## src/hdl/pbo_pkg.sv

```systemverilog
// Purpose: Shared constants for the port B register block and its override logic.
// Assumes: APB with 32-bit data; each register takes one aligned word at four times its index.
// Notes: Pins 3 and 2 carry no alternate-function override here.
package pbo_pkg;

	localparam int PBO_PINS = 4;
	localparam int PBO_ADDR_W = 8;
	localparam int PBO_DATA_W = 32;

	// Register indices; the byte address is four times the index.
	localparam logic [5:0] PBO_IDX_PIN_INPUT_LEVELS = 6'h00;
	localparam logic [5:0] PBO_IDX_PIN_DIRECTION = 6'h01;
	localparam logic [5:0] PBO_IDX_PIN_OUTPUT_DATA = 6'h02;
	localparam logic [5:0] PBO_IDX_PIN_PULLUP_ENABLE = 6'h03;
	localparam logic [5:0] PBO_IDX_PORT_CONTROL = 6'h0C;

	// Field positions.
	localparam int PBO_PORT_LSB = 0;
	localparam int PBO_PORT_MSB = 3;
	localparam int PBO_BBM_BIT = 1;

	// Values after reset.
	localparam logic [3:0] PBO_RST_DIRECTION = 4'h0;
	localparam logic [3:0] PBO_RST_OUTPUT_DATA = 4'h0;
	localparam logic [3:0] PBO_RST_PULLUP = 4'h0;
	localparam logic PBO_RST_BBM = 1'b0;
	localparam logic [3:0] PBO_RST_INPUT_ENABLE = 4'hF;

	// Cycles the pin stays tristate when break-before-make turns it into an output.
	localparam int PBO_BBM_CYCLES = 1;

endpackage

```

## src/hdl/pbo_override_if.sv

```systemverilog
// Purpose: Carries alternate-function inputs to the override logic and its per-pin results back.
// Assumes: All signals are on pclk.
// Notes: Result vectors have one bit per pin; pins 3 and 2 stay zero.
`timescale 1ns/10ps
`default_nettype none
interface pbo_override_if;
	logic external_main_clock_selected;
	logic power_down_state;
	logic compare_a_output;
	logic compare_a_enable;
	logic compare_b_output;
	logic compare_b_enable;
	logic pin_change_source_0;
	logic pin_change_source_1;
	logic pin_change_group_enable;
	logic analog_in0_digital_disable;
	logic analog_in1_digital_disable;
	logic [3:0] pullup_override_enable;
	logic [3:0] pullup_override_value;
	logic [3:0] direction_override_enable;
	logic [3:0] direction_override_value;
	logic [3:0] output_value_override_enable;
	logic [3:0] output_value_override_value;
	logic [3:0] input_enable_override_enable;
	logic [3:0] input_enable_override_value;

	modport port_side (
		output external_main_clock_selected, power_down_state,
		output compare_a_output, compare_a_enable, compare_b_output, compare_b_enable,
		output pin_change_source_0, pin_change_source_1, pin_change_group_enable,
		output analog_in0_digital_disable, analog_in1_digital_disable,
		input pullup_override_enable, pullup_override_value,
		input direction_override_enable, direction_override_value,
		input output_value_override_enable, output_value_override_value,
		input input_enable_override_enable, input_enable_override_value
	);

	modport override_side (
		input external_main_clock_selected, power_down_state,
		input compare_a_output, compare_a_enable, compare_b_output, compare_b_enable,
		input pin_change_source_0, pin_change_source_1, pin_change_group_enable,
		input analog_in0_digital_disable, analog_in1_digital_disable,
		output pullup_override_enable, pullup_override_value,
		output direction_override_enable, direction_override_value,
		output output_value_override_enable, output_value_override_value,
		output input_enable_override_enable, input_enable_override_value
	);
endinterface
`default_nettype wire

```

## src/hdl/pbo_override.sv

```systemverilog
// Purpose: Alternate-function override terms for port B pins 1 and 0.
// Assumes: Inputs are steady levels from on-chip logic on the same clock.
// Notes: Purely combinational; the port module registers everything that leaves the block.
`timescale 1ns/10ps
`default_nettype none
module pbo_override (
	pbo_override_if.override_side ovr
);
	import pbo_pkg::*;

	wire ext_clk;
	wire pin1_change;
	wire pin0_change;

	assign ext_clk = ovr.external_main_clock_selected;
	assign pin1_change = ovr.pin_change_source_1 & ovr.pin_change_group_enable;
	assign pin0_change = ovr.pin_change_source_0 & ovr.pin_change_group_enable;

	// An external clock on pin 1 makes it a bare input with no pull-up.
	assign ovr.pullup_override_enable = {2'b00, ext_clk, 1'b0}; // see R14
	assign ovr.pullup_override_value = 4'h0;
	assign ovr.direction_override_enable = {2'b00, ext_clk, 1'b0}; // see R14
	assign ovr.direction_override_value = 4'h0;

	assign ovr.output_value_override_enable = {2'b00,
		ext_clk | ovr.compare_b_enable, ovr.compare_a_enable}; // see R4
	assign ovr.output_value_override_value = {2'b00,
		ext_clk & ovr.compare_b_output, ovr.compare_a_output}; // see R4

	assign ovr.input_enable_override_enable = {2'b00,
		ext_clk | pin1_change | ovr.analog_in1_digital_disable,
		pin0_change | ovr.analog_in0_digital_disable}; // see R5
	assign ovr.input_enable_override_value = {2'b00,
		(ext_clk & ~ovr.power_down_state) | (~ext_clk & pin1_change),
		pin0_change}; // see R5
endmodule
`default_nettype wire

```

## src/hdl/pbo_port_b.sv

```systemverilog
// Purpose: Four-bit port B with software registers on APB and pin 1/0 alternate-function overrides.
// Assumes: Zero-wait APB slave; pins are asynchronous and pass two flip-flops before use.
// Notes: Every pin-facing output is registered, so a register write reaches the pins one
// cycle after the APB access edge, or two for a pin that break-before-make holds back.
// Summary of operation
// The external-clock term is high exactly while the external clock is the main clock.
// The reset-pin-disable term is 1 when its configuration bit is 0 and 0 otherwise.
// The clock-output term is 1 when its configuration bit is 0 and 0 otherwise.
// Pin 1 output is overridden by external clock or compare B enable, with value ext AND compare B.
// Pin 1 input enable is overridden by external_main_clock_selected, gated pin change 1 or analog disable 1.
// Pin 0 input enable is overridden by gated pin change 0 or analog disable 0.
// Bit 1 of the port control register turns on break-before-make for all four pins.
// With break-before-make on, a pin made an output stays tristate for one cycle first.
// Pull-up enable bits 3:0 sit at index 0x03, read/write, reset to 0.
// Output data bits 3:0 sit at index 0x02, read/write, reset to 0.
// Direction bits 3:0 sit at index 0x01, read/write, reset to 0 so all pins are inputs.
// Pin input levels appear in bits 3:0 at index 0x00 and follow the pins.
// An active input enable override sets the digital input on for value 1, off for value 0.
// With the external clock selected pin 1 is forced to input with pull-up off.
// Pin 0 output follows compare A while its enable is set; its pull-up and direction stay free.
// Bits 7:4 of the port registers and all port control bits but bit 1 read zero, ignore writes.
//
// Decided for this implementation: the APB register port.
`timescale 1ns/10ps
`default_nettype none
module pbo_port_b (
	input wire logic pclk,
	input wire logic presetn,
	input wire logic psel,
	input wire logic penable,
	input wire logic pwrite,
	input wire logic [pbo_pkg::PBO_ADDR_W-1:0] paddr,
	input wire logic [pbo_pkg::PBO_DATA_W-1:0] pwdata,
	output logic [pbo_pkg::PBO_DATA_W-1:0] prdata,
	output logic pready,
	output logic pslverr,
	input wire logic [pbo_pkg::PBO_PINS-1:0] pin_in,
	output logic [pbo_pkg::PBO_PINS-1:0] pin_out,
	output logic [pbo_pkg::PBO_PINS-1:0] pin_oe,
	output logic [pbo_pkg::PBO_PINS-1:0] pin_pullup,
	output logic [pbo_pkg::PBO_PINS-1:0] pin_input_enable,
	input wire logic external_main_clock_selected,
	input wire logic power_down_state,
	input wire logic sleep_state,
	input wire logic compare_a_output,
	input wire logic compare_a_enable,
	input wire logic compare_b_output,
	input wire logic compare_b_enable,
	input wire logic pin_change_source_0,
	input wire logic pin_change_source_1,
	input wire logic pin_change_group_enable,
	input wire logic analog_in0_digital_disable,
	input wire logic analog_in1_digital_disable,
	input wire logic reset_disable_config_bit,
	input wire logic clock_output_config_bit,
	output logic reset_pin_disable,
	output logic system_clock_output_enable
);
	import pbo_pkg::*;

	function automatic logic reg_hit(input logic [PBO_ADDR_W-1:0] addr, input logic [5:0] idx);
		reg_hit = (addr[1:0] == 2'h0) && (addr[PBO_ADDR_W-1:2] == idx);
	endfunction

	// Software state.
	logic [3:0] pin_direction;
	logic [3:0] pin_output_data;
	logic [3:0] pin_pullup_enable;
	logic break_before_make_enable;
	logic [3:0] bbm_hold;

	// Pin synchroniser; sync_a is read only by sync_b.
	logic [3:0] pin_sync_a;
	logic [3:0] pin_sync_b;

	pbo_override_if ovr_if ();

	assign ovr_if.external_main_clock_selected = external_main_clock_selected;
	assign ovr_if.power_down_state = power_down_state;
	assign ovr_if.compare_a_output = compare_a_output;
	assign ovr_if.compare_a_enable = compare_a_enable;
	assign ovr_if.compare_b_output = compare_b_output;
	assign ovr_if.compare_b_enable = compare_b_enable;
	assign ovr_if.pin_change_source_0 = pin_change_source_0;
	assign ovr_if.pin_change_source_1 = pin_change_source_1;
	assign ovr_if.pin_change_group_enable = pin_change_group_enable;
	assign ovr_if.analog_in0_digital_disable = analog_in0_digital_disable;
	assign ovr_if.analog_in1_digital_disable = analog_in1_digital_disable;

	pbo_override u_override (
		.ovr(ovr_if.override_side)
	);

	// APB decode.
	wire setup_phase;
	wire access_done;
	wire hit_levels;
	wire hit_direction;
	wire hit_output;
	wire hit_pullup;
	wire hit_control;
	wire addr_mapped;
	wire wr_direction;
	wire wr_output;
	wire wr_pullup;
	wire wr_control;

	assign setup_phase = psel & ~penable;
	assign access_done = psel & penable & pready;
	assign hit_levels = reg_hit(paddr, PBO_IDX_PIN_INPUT_LEVELS);
	assign hit_direction = reg_hit(paddr, PBO_IDX_PIN_DIRECTION);
	assign hit_output = reg_hit(paddr, PBO_IDX_PIN_OUTPUT_DATA);
	assign hit_pullup = reg_hit(paddr, PBO_IDX_PIN_PULLUP_ENABLE);
	assign hit_control = reg_hit(paddr, PBO_IDX_PORT_CONTROL);
	assign addr_mapped = hit_levels | hit_direction | hit_output | hit_pullup | hit_control;
	assign wr_direction = access_done & pwrite & hit_direction;
	assign wr_output = access_done & pwrite & hit_output;
	assign wr_pullup = access_done & pwrite & hit_pullup;
	assign wr_control = access_done & pwrite & hit_control;

	// Next values; writes to the input-level register are ignored.
	wire [3:0] next_pin_direction;
	wire [3:0] next_pin_output_data;
	wire [3:0] next_pin_pullup_enable;
	wire next_break_before_make_enable;
	wire [3:0] next_bbm_hold;
	wire [3:0] going_output;

	assign next_pin_direction = wr_direction ? pwdata[PBO_PORT_MSB:PBO_PORT_LSB] :
		pin_direction; // see R11
	assign next_pin_output_data = wr_output ? pwdata[PBO_PORT_MSB:PBO_PORT_LSB] :
		pin_output_data; // see R10
	assign next_pin_pullup_enable = wr_pullup ? pwdata[PBO_PORT_MSB:PBO_PORT_LSB] :
		pin_pullup_enable; // see R9
	assign next_break_before_make_enable = wr_control ? pwdata[PBO_BBM_BIT] :
		break_before_make_enable; // see R7
	// Only bits turning from input to output are held back; the enable in force before the
	// write decides, so the write that sets the mode does not delay its own pins.
	assign going_output = next_pin_direction & ~pin_direction;
	assign next_bbm_hold = (wr_direction && break_before_make_enable) ?
		going_output : 4'h0; // see R7

	// Read data, captured in the setup phase so it stands through the access phase.
	wire [3:0] level_view;
	wire read_setup;
	wire [3:0] read_port;
	wire [1:0] read_control;
	wire [PBO_DATA_W-1:0] next_prdata;

	assign level_view = pin_sync_b & pin_input_enable; // see R12
	assign read_setup = setup_phase & ~pwrite;
	// The four port registers share one narrow mux; the upper bits always read zero.
	assign read_port = hit_levels ? level_view :
		hit_direction ? pin_direction :
		hit_output ? pin_output_data :
		hit_pullup ? pin_pullup_enable :
		4'h0; // see R12
	assign read_control = hit_control ? {break_before_make_enable, 1'b0} : 2'b00; // see R7
	assign next_prdata = !read_setup ? 32'h0000_0000 :
		{28'h000_0000, read_port | {2'b00, read_control}};

	// Pin composition with overrides applied.
	wire [3:0] soft_direction;
	wire [3:0] next_pin_oe;
	wire [3:0] next_pin_out;
	wire [3:0] next_pin_pullup;
	wire [3:0] next_pin_input_enable;

	// A held pin is seen as input for exactly one cycle.
	assign soft_direction = pin_direction & ~bbm_hold;

	genvar gi;
	generate
		for (gi = 0; gi < PBO_PINS; gi++) begin : g_pin
			assign next_pin_oe[gi] = ovr_if.direction_override_enable[gi] ?
				ovr_if.direction_override_value[gi] : soft_direction[gi];
			assign next_pin_out[gi] = ovr_if.output_value_override_enable[gi] ?
				ovr_if.output_value_override_value[gi] : pin_output_data[gi]; // see R4
			assign next_pin_pullup[gi] = ovr_if.pullup_override_enable[gi] ?
				ovr_if.pullup_override_value[gi] : pin_pullup_enable[gi]; // see R9
			// Without an override the input is on while awake and off in sleep.
			assign next_pin_input_enable[gi] = ovr_if.input_enable_override_enable[gi] ?
				ovr_if.input_enable_override_value[gi] : ~sleep_state;
		end
	endgenerate

	// One short process per register, the two synchroniser stages sharing one, keeps each reset value next to its own update.
	always_ff @(posedge pclk or negedge presetn) begin
		if (!presetn) begin
			pin_direction <= PBO_RST_DIRECTION;
		end else begin
			pin_direction <= next_pin_direction;
		end
	end

	always_ff @(posedge pclk or negedge presetn) begin
		if (!presetn) begin
			pin_output_data <= PBO_RST_OUTPUT_DATA;
		end else begin
			pin_output_data <= next_pin_output_data;
		end
	end

	always_ff @(posedge pclk or negedge presetn) begin
		if (!presetn) begin
			pin_pullup_enable <= PBO_RST_PULLUP;
		end else begin
			pin_pullup_enable <= next_pin_pullup_enable;
		end
	end

	always_ff @(posedge pclk or negedge presetn) begin
		if (!presetn) begin
			break_before_make_enable <= PBO_RST_BBM;
		end else begin
			break_before_make_enable <= next_break_before_make_enable;
		end
	end

	always_ff @(posedge pclk or negedge presetn) begin
		if (!presetn) begin
			bbm_hold <= 4'h0;
		end else begin
			bbm_hold <= next_bbm_hold;
		end
	end

	always_ff @(posedge pclk or negedge presetn) begin
		if (!presetn) begin
			pin_sync_a <= 4'h0;
			pin_sync_b <= 4'h0;
		end else begin
			pin_sync_a <= pin_in;
			pin_sync_b <= pin_sync_a;
		end
	end

	// One wait-free access: pready rises for the cycle after setup and falls at completion.
	wire next_pslverr;

	assign next_pslverr = setup_phase & ~addr_mapped;

	always_ff @(posedge pclk or negedge presetn) begin
		if (!presetn) begin
			pready <= 1'b0;
		end else begin
			pready <= setup_phase;
		end
	end

	always_ff @(posedge pclk or negedge presetn) begin
		if (!presetn) begin
			pslverr <= 1'b0;
		end else begin
			pslverr <= next_pslverr;
		end
	end

	always_ff @(posedge pclk or negedge presetn) begin
		if (!presetn) begin
			prdata <= 32'h0000_0000;
		end else begin
			prdata <= next_prdata;
		end
	end

	always_ff @(posedge pclk or negedge presetn) begin
		if (!presetn) begin
			pin_oe <= PBO_RST_DIRECTION;
		end else begin
			pin_oe <= next_pin_oe;
		end
	end

	always_ff @(posedge pclk or negedge presetn) begin
		if (!presetn) begin
			pin_out <= PBO_RST_OUTPUT_DATA;
		end else begin
			pin_out <= next_pin_out;
		end
	end

	always_ff @(posedge pclk or negedge presetn) begin
		if (!presetn) begin
			pin_pullup <= PBO_RST_PULLUP;
		end else begin
			pin_pullup <= next_pin_pullup;
		end
	end

	always_ff @(posedge pclk or negedge presetn) begin
		if (!presetn) begin
			pin_input_enable <= PBO_RST_INPUT_ENABLE;
		end else begin
			pin_input_enable <= next_pin_input_enable;
		end
	end

	// Configuration bits are active low: a programmed bit reads 0.
	always_ff @(posedge pclk or negedge presetn) begin
		if (!presetn) begin
			reset_pin_disable <= 1'b0;
		end else begin
			reset_pin_disable <= ~reset_disable_config_bit;
		end
	end

	always_ff @(posedge pclk or negedge presetn) begin
		if (!presetn) begin
			system_clock_output_enable <= 1'b0;
		end else begin
			system_clock_output_enable <= ~clock_output_config_bit;
		end
	end

endmodule
`default_nettype wire

```

## config.mk

```make
export PLATFORM = sky130hd
export DESIGN_NAME = pbo_port_b
export DESIGN_NICKNAME = d
export VERILOG_FILES = /design/src/hdl/pbo_pkg.sv /design/src/hdl/pbo_override_if.sv /design/src/hdl/pbo_override.sv /design/src/hdl/pbo_port_b.sv
export SDC_FILE = /design/constraint.sdc
export NUM_CORES = 1
export LEC_CHECK = 0
export ABC_AREA = 1
export CORE_UTILIZATION = 45
export CTS_CLUSTER_SIZE = 28
export DETAILED_ROUTE_END_ITERATION = 16
export DONT_BUFFER_PORTS = 1
export PLACE_DENSITY = 0.61
export SETUP_SLACK_MARGIN = 0.3
export SLEW_MARGIN = 20
export SYNTH_ARGS = -nofsm -noshare
export SYNTH_HDL_FRONTEND = slang
export SYNTH_SLANG_ARGS = --single-unit
```

## constraint.sdc

```tcl
create_clock -name pclk -period 3 [get_ports pclk]
set_input_delay 0.6 -clock pclk [delete_from_list [all_inputs] [get_ports pclk]]
set_output_delay 0.6 -clock pclk [all_outputs]
set_load 0.005 [all_outputs]
```

; ---- After elaboration in Yosys (flattened, before gate mapping)
; Index checks and enable logic that the tools add are counted.
[word_totals]
in_bits = 63
word_cells = 80
output_inout_bits = 52
register_bits = 48
[classes]
n_bitwise = 38
reduce_logical = 8
eq_ne = 4
mux = 14
[op_table]
columns = op, n
row1 = $mux 4, 7
row2 = $and 1x1->1, 15
row3 = $and 4x4->4, 3
row4 = $eq 6x2->1 const B, 2
row5 = $or 1x1->1, 9
row6 = $not 1->1, 8
row7 = $not 4->4, 2
row8 = $eq 6x1->1 const B, 1
row9 = $eq 6x4->1 const B, 1
row10 = $logic_and 1x1->1, 6
row11 = $logic_not 6->1, 1
row12 = $mux 1, 6
row13 = $or 4x2->4, 1
row14 = $logic_not 2->1, 1
row15 = $mux 2, 1

; ---- Depth between registers and ports, before layout
; Gate-level depths: netlist of the first run.
[logic_depth]
word_depth = 8
mapped_depth = 10

; ---- By module
; From an unflattened synthesis of the first run, not the netlist that was laid out.
[unflattened]
cells_unflattened = 288
area_unflattened_um2 = 2522.4
[modules_own_cells]
columns = module, cells_each, seq_area_each_um2, instances, area_per_inst_um2
row1 = pbo_port_b, 246, 1231.2, 1, 2255.9
row2 = pbo_override, 42, 0.0, 1, 266.5

; ---- Least setup slack after synthesis of the first run
; No wires, ideal clock.
[synth_path]
path_type = input-to-reg
startpoint = input paddr[4] (netlist name)
endpoint = register prdata[1] (netlist name)
path_stages = 10
path_buffers = 0
required_ps = 2887
setup_time_ps = 113
setup_slack_ps = 1638
arrival_ps = 1249
cell_sequence = inv_1 > nand2_2 > nor2_8 > nand2_1 > nand2_1 > nand2_1 > nand2_1 > nand3_1 > nand2_1 > inv_1
[synth_between]
elab_chain_len = 8
[synth_rtl]
columns = element, line
row1 = from (decl), pbo_port_b.sv:32  ; input wire logic [pbo_pkg::PBO_ADDR_W-1:0] paddr,
row2 = $eq 6x2->1, pbo_port_b.sv:62  ; reg_hit = (addr[1:0] == 2'h0) && (addr[PBO_ADDR_W-1:2] == idx);
row3 = $logic_and 1x1->1, pbo_port_b.sv:62
row4 = $mux 4, pbo_port_b.sv:156  ; hit_pullup ? pin_pullup_enable :
row5 = $mux 4, pbo_port_b.sv:155  ; hit_output ? pin_output_data :
row6 = $mux 4, pbo_port_b.sv:154  ; hit_direction ? pin_direction :
row7 = $mux 4, pbo_port_b.sv:153  ; assign read_port = hit_levels ? level_view :
row8 = $or 4x2->4 *, pbo_port_b.sv:160  ; {28'h000_0000, read_port | {2'b00, read_control}};
row9 = $mux 4 *, pbo_port_b.sv:159  ; assign next_prdata = !read_setup ? 32'h0000_0000 :
row10 = named net next_prdata[1], pbo_port_b.sv:148  ; wire [PBO_DATA_W-1:0] next_prdata;
row11 = to (signal assigned), pbo_port_b.sv:263  ; prdata <= next_prdata;
row12 = to (decl), pbo_port_b.sv:34  ; output logic [pbo_pkg::PBO_DATA_W-1:0] prdata,
; The timed path passes the listed nets; every way through them passes the cells marked *.
; A chain may end at the register's enable or synchronous reset.

; ---- Worst setup path after layout of the first run
[layout_path]
startpoint = register pin_input_enable[2] (netlist name)
endpoint = output pin_input_enable[2] (netlist name)
[layout_lines]
columns = element, line
row1 = from (decl), pbo_port_b.sv:41  ; output logic [pbo_pkg::PBO_PINS-1:0] pin_input_enable,
row2 = from (signal assigned), pbo_port_b.sv:295  ; pin_input_enable <= next_pin_input_enable;
; No word-level cell between the ends.

==> results of run 1 <==
power by group:
part | total, mW | internal, mW | switching [mW]
combinational | 0.0592 | 0.0164 | 0.0428
clock | 0.476 | 0.251 | 0.225
sequential | 0.672 | 0.664 | 0.00870
what timing repair did:
| item | CTS | global route |
|---|---|---|
| resized for setup | 0 | 0 |
| hold endpoints to repair | 45 | 0 |
| buffers inserted | 0 | 0 |
| hold buffers | 1 | 0 |
logic make-up after synthesis:
kind of cell | count (synthesis) | share of synthesized area
flops | 48 | 0.550
compound gates | 20 | 0.0485
buf+inv | 61 | 0.154
simple gates | 97 | 0.246
other cells | 1 | 0.00171
cells in the final DEF (no fill, tap or decap):
cell        count
dfrtp_1        45
nand2_1        36
conb_1         28
inv_1          26
nor2_1         20
o21ai_1        13
nand3_1        12
nand2_2         8
inv_2           5
clkbuf_8        5
nor2_4          4
nor3_2          4
nand2_4         3
a21oi_1         3
dfstp_2         3
nor2_2          2
nand4_1         2
nor2_8          2
o21ai_0         2
nand4_2         1
nor3_1          1
a22o_1          1
a22oi_1         1
nor3b_1         1
clkinv_1        1
nand3_2         1
clkinvlp_4      1
inv_6           1
bufinv_16       1
buf_16          1
metal layers:
| layer | GRT usage | wire length [um] |
|---|---|---|
| met1 | 0.213 | 1690 |
| met2 | 0.231 | 1640 |
| met3 | 0.0534 | 289 |
| met4 | 0.0784 | 94 |
| met5 | 0 | 0 |
registers in the layout, indices dropped and copies added (netlist names), 4 cells and up:
signal / count
prdata: 4
pin_sync_a: 4
pin_out: 4
pin_direction: 4
pin_oe: 4
pin_pullup: 4
pin_output_data: 4
bbm_hold: 4
pin_sync_b: 4
pin_pullup_enable: 4
worst max-delay path by stage:
| stage | startpoint | end | slack [ps] | cells past startpoint |
|---|---|---|---|---|
| final | pin_input_enable[2] | pin_input_enable[2] | 1490 | 0 |
| after global routing | pin_input_enable[2] | pin_input_enable[2] | 1460 | 0 |
| after CTS | pin_input_enable[2] | pin_input_enable[3] | 1480 | 0 |
| after detailed placement | paddr[1] | pin_output_data[2] | 1490 | 6 |
| after global placement | paddr[1] | pin_output_data[0] | 1510 | 6 |
| after floorplan | paddr[4] | prdata[1] | 1640 | 10 |
final cells by class:
| class | instances | area [um2] | area share |
|---|---|---|---|
| inverter | 32 | 120 | 0.0525 |
| clock inverter | 3 | 46.3 | 0.0203 |
| tap | 54 | 67.6 | 0.0296 |
| clock buffer | 5 | 68.8 | 0.0301 |
| timing repair buffer | 1 | 27.5 | 0.0120 |
| sequential | 48 | 1200 | 0.527 |
| multi-input combinational | 145 | 751 | 0.328 |
metrics by stage:
step           power, mW  utilization  instance area, um2
6_report            1.21        0.487                2290
5_1_grt             1.26        0.487                2290
4_1_cts             1.22        0.487                2290
3_5_place_dp       0.730        0.457                2140
3_3_place_gp       0.729        0.457                2140
2_1_floorplan      0.749            -                2290
==> impl_metrics.env, run 1 <==
export IMPL_wl_per_cell_um=12.9
export IMPL_synthArstFlopShare=1.00
export IMPL_die_h_um=71.8
export IMPL_stdcell_count=288
export IMPL_rrSetupSlack_ps=1840
export IMPL_drt_wl_total_um=3710
export IMPL_dr_pass1_iters=10
export IMPL_reg2reg_to="pin_pullup_enable[0]"
export IMPL_gr_total_overflow=0
export IMPL_synth_edf_count=0
export IMPL_track_usage=0.159
export IMPL_num_vias=1356
export IMPL_drtIter0Drc=57
export IMPL_cts_clk_slew_worst_paths_ps=90
export IMPL_critPathKind="flop to primary output"
export IMPL_clock_skew_ps=7.27
export IMPL_synth_area_um2=2190
export IMPL_die_area_um2=5150
export IMPL_irDropWorstVdd_v=0.000279
export IMPL_yosysTopAreaCell="dfrtp_1"
export IMPL_critPathCaptureType="primary output"
export IMPL_fillCellCount=451
export IMPL_holdWs_ps=127
export IMPL_core_region_area_um2=4690
export IMPL_yosysWarnings=0
export IMPL_clockBufferDepth=2
export IMPL_setup_violations_final=0
export IMPL_status="finished with violations"
export IMPL_critPathLaunchType="flop"
export IMPL_leakagePower_nw=1.20
export IMPL_synthTopCellsByCount="45 x dfrtp_1, 36 x nand2_1, 29 x buf_4, 26 x inv_1, 20 x nor2_1"
export IMPL_rr_worst_depth=5
export IMPL_dp_hpwl_um=2760
export IMPL_drv_slew=0
export IMPL_drtAntennaViolNets=0
export IMPL_place_gp_congestion=0.851
export IMPL_period_needed_ps=1510
export IMPL_die_x_um=71.8
export IMPL_rr_startpoint="pready"
export IMPL_yosys_register_bits=48
export IMPL_cts_tree="built"
export IMPL_drive_gt1_frac=0.179
export IMPL_grt_max_degree=46
export IMPL_yosysUniqueCellTypes=26
export IMPL_pin_count=115
export IMPL_max_freq_mhz=664
export IMPL_rows=25
export IMPL_synth_most_common_cell="dfrtp_1"
export IMPL_rsz0062_at_grt="false"
export IMPL_final_setup_tns_ps=0
export IMPL_maxCapViolCount=0
export IMPL_antenna_cells=0
export IMPL_synth_top_area_frac=0.514
export IMPL_period_share=0.502
export IMPL_avgSynthCellArea_um2=9.66
export IMPL_grt_pass1_vias=1230
export IMPL_cp_arrival_ps=910
export IMPL_clk_insertion_delay_late_ps=300
export IMPL_synthTopCellsByArea="dfrtp_1 51%, buf_4 9.9%, nand2_1 6.2%"
export IMPL_syn_inst=227
export IMPL_dp_cells=279
export IMPL_cts_root_buf="clkbuf_8"
export IMPL_drc=1
export IMPL_start_util=0.467
export IMPL_power_per_cell_area_nw_per_um2=528
export IMPL_worst_path_max_fanout=4
export IMPL_cts_htree_levels=2
export IMPL_violations="design-rule violations"
export IMPL_clock_sinks=48
export IMPL_antenna_found_initial=0
export IMPL_setup_ws_ps=1490
export IMPL_detail_route_vias_per_cell=4.71
export IMPL_cts_buffers=5
export IMPL_synth_ff_type="dfrtp_1"
export IMPL_grt_pass1_wl_um=6020
export IMPL_seq_area_frac_synth=0.550
export IMPL_area_delta_synth_final_pct=4.28
export IMPL_required_ps=2400
export IMPL_hold_violations=0
export IMPL_dp_slack_ps=1490
export IMPL_nNetsFinal=296
export IMPL_io_buffers=0
export IMPL_hold_path_class="input pin to asynchronous set/reset pin"
Note: power is estimated with default switching activity, not from simulation.
==> run 2, diff against run 1 <==
- PLACE_DENSITY: 0.61 -> 0.63
- clock period: 3 -> 1.34 ns (I/O delays scaled with it)
==> impl_metrics.env, run 2 (synthesized netlist as in run 1, its figures left out) <==
export IMPL_reg2reg_to="pin_pullup_enable[3]"
export IMPL_cts_htree_levels=2
export IMPL_clockBufferDepth=2
export IMPL_drt_wl_total_um=3730
export IMPL_period_needed_ps=1160
export IMPL_setup_violations_final=0
export IMPL_required_ps=1070
export IMPL_p_clk_frac=0.387
export IMPL_rsz0062_at_grt="true"
export IMPL_layout_common_cells="45 x dfrtp_1, 29 x nand2_1, 28 x conb_1"
export IMPL_drtAntennaViolNets=0
export IMPL_place_area_um2=2150
export IMPL_switching_share=0.216
export IMPL_io_buffers=0
export IMPL_area_delta_synth_final_pct=8.68
export IMPL_clk_insertion_delay_late_ps=300
export IMPL_place_gp_congestion=0.855
export IMPL_cp_startpoint="pin_input_enable[2]"
export IMPL_rr_startpoint="pready"
export IMPL_seq_power_share=0.568
export IMPL_cts_tree="built"
export IMPL_final_setup_tns_ps=0
export IMPL_dp_hpwl_um=2770
export IMPL_gr_total_overflow=0
export IMPL_grt_pass1_wl_um=5990
export IMPL_cts_buffers=5
export IMPL_drc=0
export IMPL_num_vias=1360
export IMPL_switchingPower_mw=0.573
export IMPL_power_total_mw=2.65
export IMPL_holdWs_ps=-351
export IMPL_drv_slew=0
export IMPL_power_per_cell_area_nw_per_um2=1110
export IMPL_pin_count=115
export IMPL_comb_power_share=0.045
export IMPL_rrSetupSlack_ps=260
export IMPL_final_cell_area_um2=2380
export IMPL_final_core_util=0.508
export IMPL_period_share=0.869
export IMPL_critPathKind="flop to primary output"
export IMPL_nNetsFinal=301
export IMPL_crit_path_end="pin_input_enable[2]"
export IMPL_hold_path_class="input pin to asynchronous set/reset pin"
export IMPL_track_usage=0.158
export IMPL_start_util=0.467
export IMPL_cp_depth=0
export IMPL_leakagePower_nw=1.22
export IMPL_max_freq_mhz=859
export IMPL_die_h_um=71.8
export IMPL_rr_worst_depth=5
export IMPL_critPathLaunchType="flop"
export IMPL_clock_sinks=48
export IMPL_critPathCaptureType="primary output"
export IMPL_dr_pass1_iters=4
export IMPL_die_x_um=71.8
export IMPL_p_int_mw=2.08
export IMPL_detail_route_vias_per_cell=4.64
export IMPL_die_area_um2=5150
export IMPL_status="finished with violations"
export IMPL_cp_arrival_ps=900
export IMPL_antenna_cells=0
export IMPL_clock_skew_ps=7.18
export IMPL_cts_root_buf="clkbuf_8"
export IMPL_core_region_area_um2=4690
export IMPL_drtIter0Drc=43
export IMPL_wl_per_cell_um=12.7
export IMPL_fillCellCount=428
export IMPL_hold_violations=48
export IMPL_rows=25
export IMPL_antenna_found_initial=0
export IMPL_irDropWorstVdd_v=0.000504
export IMPL_worst_path_max_fanout=4
export IMPL_grt_pass1_vias=1297
export IMPL_grt_max_degree=49
export IMPL_cts_clk_slew_worst_paths_ps=90
export IMPL_layout_commonest_cell="dfrtp_1"
export IMPL_violations="negative hold slack"
export IMPL_maxCapViolCount=0
export IMPL_drive_gt1_frac=0.226
## run 2: per-stage QoR
stage                     hold WS (ps)  worst slack (ps)  std cells
after CTS                         -358               158        292
after floorplan                  -27.6               310        254
after global routing              -375               139        293
after global placement           -26.6               166        279
final                             -351               176        293
after detailed placement         -26.5               166        279
## run 2: power groups by stage
stage,combinational (mW),clock (mW),sequential [mW]
after floorplan,0.150,0,1.53
after global placement,0.0997,0,1.53
after detailed placement,0.102,0,1.53
after CTS,0.115,1.07,1.51
after global routing,0.137,1.13,1.51
final,0.120,1.03,1.51
## run 2: routing by layer
metal  global-route usage  up-vias  wire length, um
met5                    0        -                0
met4               0.0719        0               68
met3               0.0506        5              204
met2                0.263       52             1870
met1                0.187      635             1580
li1                     -      668                -
## run 2: final cells by class
cell class	instances	area, um2	area share
clock buffer	5	68.8	0.0289
clock inverter	3	42.5	0.0179
inverter	32	125	0.0525
multi-input combinational	145	813	0.341
sequential	48	1200	0.506
tap	54	67.6	0.0284
timing repair buffer	6	60.1	0.0252
## run 2: how the worst min path moves through the flow
stage                              to  startpoint  depth (start not counted)  slack, ps
after floorplan           bbm_hold[0]     presetn                          0        -30
after global placement      pin_oe[2]     presetn                          0        -30
after detailed placement    pin_oe[2]     presetn                          0        -30
after CTS                   pin_oe[2]     presetn                          0       -360
after global routing        prdata[1]     presetn                          0       -380
final                       pin_oe[2]     presetn                          0       -350
## run 2: timing repair
action,CTS,global route
pin swaps,5,4
hold endpoints to repair,53,49
resized for setup,4,14
buffers inserted,0,0
setup endpoints to repair,17,22
hold buffers,5,1
==> run 3, diff against run 2 <==
- REMOVE_ABC_BUFFERS: not set -> 1
- SLEW_MARGIN: 20 -> not set
==> impl_metrics.env, run 3 (synthesized netlist as in run 1, its figures left out) <==
export IMPL_rr_worst_depth=4
export IMPL_pin_count=115
export IMPL_period_share=0.861
export IMPL_grt_pass1_vias=1284
export IMPL_leakagePower_nw=1.25
export IMPL_layout_commonest_cell="dfrtp_1"
export IMPL_clockBufferDepth=2
export IMPL_critPathCaptureType="primary output"
export IMPL_dp_hpwl_um=2860
export IMPL_start_util=0.467
export IMPL_num_vias=1361
export IMPL_grt_pass1_wl_um=6040
export IMPL_period_needed_ps=1150
export IMPL_core_region_area_um2=4690
export IMPL_cp_depth=0
export IMPL_cp_arrival_ps=890
export IMPL_dp_cells=279
export IMPL_nNetsFinal=300
export IMPL_clock_sinks=48
export IMPL_die_x_um=71.8
export IMPL_maxCapViolCount=0
export IMPL_detail_route_vias_per_cell=4.66
export IMPL_final_setup_tns_ps=0
export IMPL_setup_violations_final=0
export IMPL_holdWs_ps=-347
export IMPL_drv_slew=0
export IMPL_drt_wl_total_um=3820
export IMPL_io_buffers=0
export IMPL_drc=1
export IMPL_wl_per_cell_um=13.1
export IMPL_hold_path_class="input pin to asynchronous set/reset pin"
export IMPL_cts_clk_slew_worst_paths_ps=90
export IMPL_required_ps=1070
export IMPL_power_per_cell_area_nw_per_um2=1250
export IMPL_rsz0062_at_grt="true"
export IMPL_area_delta_synth_final_pct=10.3
export IMPL_dr_pass1_iters=10
export IMPL_max_freq_mhz=867
export IMPL_cts_buffers=5
export IMPL_critPathLaunchType="flop"
export IMPL_stdcell_count=292
export IMPL_rows=25
export IMPL_layout_common_cells="45 x dfrtp_1, 30 x nand2_1, 28 x conb_1"
export IMPL_clock_skew_ps=4.93
export IMPL_antenna_cells=0
export IMPL_rrSetupSlack_ps=230
export IMPL_gr_total_overflow=0
export IMPL_cts_root_buf="clkbuf_8"
export IMPL_die_area_um2=5150
export IMPL_hold_violations=48
export IMPL_track_usage=0.158
export IMPL_critPathKind="flop to primary output"
export IMPL_antenna_found_initial=0
export IMPL_irDropWorstVdd_v=0.000508
export IMPL_drtIter0Drc=88
export IMPL_cts_htree_levels=2
export IMPL_hold_buffers=5
export IMPL_violations="design-rule violations, negative hold slack"
export IMPL_drtAntennaViolNets=0
export IMPL_clk_insertion_delay_late_ps=300
export IMPL_status="finished with violations"
export IMPL_drive_gt1_frac=0.223
export IMPL_place_gp_congestion=0.796
export IMPL_grt_max_degree=49
export IMPL_worst_path_max_fanout=4
export IMPL_cts_tree="built"
export IMPL_die_h_um=71.8
run 3: cell types whose count changed in the layout (fill, tap and decap cells not counted), sizes merged:
cell	change
clkinv	-1
bufinv	+2
dlygate4sd3	-1
clkinvlp	-1
run 3: area by class of cell:
type,instances,area [um2]
repair buffers,5,50.0
flip-flops and latches,48,1200
fillers,421,2270
clock inverters,3,90.1
clock buffers,5,68.8
multi-input cells,145,812
inverters,32,125
well taps,54,67.6
run 3: path summary, 6_finish.rpt:
kind / from / to
hold / removal: presetn / prdata[1]
max in group asynchronous: presetn / pin_input_enable[1]
min in group pclk: clock_output_config_bit / system_clock_output_enable
setup reg to reg: pready / bbm_hold[1]
hold reg to reg: pin_sync_a[2] / pin_sync_b[2]
setup / recovery: pin_input_enable[2] / pin_input_enable[3]
run 3: where the power goes:
group | switching (mW) | total, mW | internal, mW
sequential | 0.0208 | 1.51 | 1.49
combinational | 0.0767 | 0.116 | 0.0391
clock | 0.476 | 1.41 | 0.932
total | 0.573 | 3.03 | 2.46
run 3: repair_timing:
action,4_1_cts,5_1_grt
resized for setup,6,12
setup endpoints to repair,22,22
pin swaps,5,4
hold endpoints to repair,53,48
buffers inserted,0,0
run 3: through the flow:
step	area (um2)	setup slack (ps)	total power, mW	hold slack (ps)	utilization
2_1_floorplan	2080	298	1.62	-27.6	-
3_3_place_gp	2140	171	1.63	-26.7	0.457
3_5_place_dp	2140	139	1.63	-27.0	0.457
4_1_cts	2380	173	3.06	-357	0.508
5_1_grt	2420	154	3.14	-370	0.515
6_report	2420	186	3.03	-347	0.515
run 3: routing by layer:
metal  share of wire  vias up  GRT usage
li1                -      663          -
met1            0.43      635      0.199
met2            0.49       55      0.248
met3           0.061        8     0.0506
met4           0.016        0     0.0719
met5               0        -          0
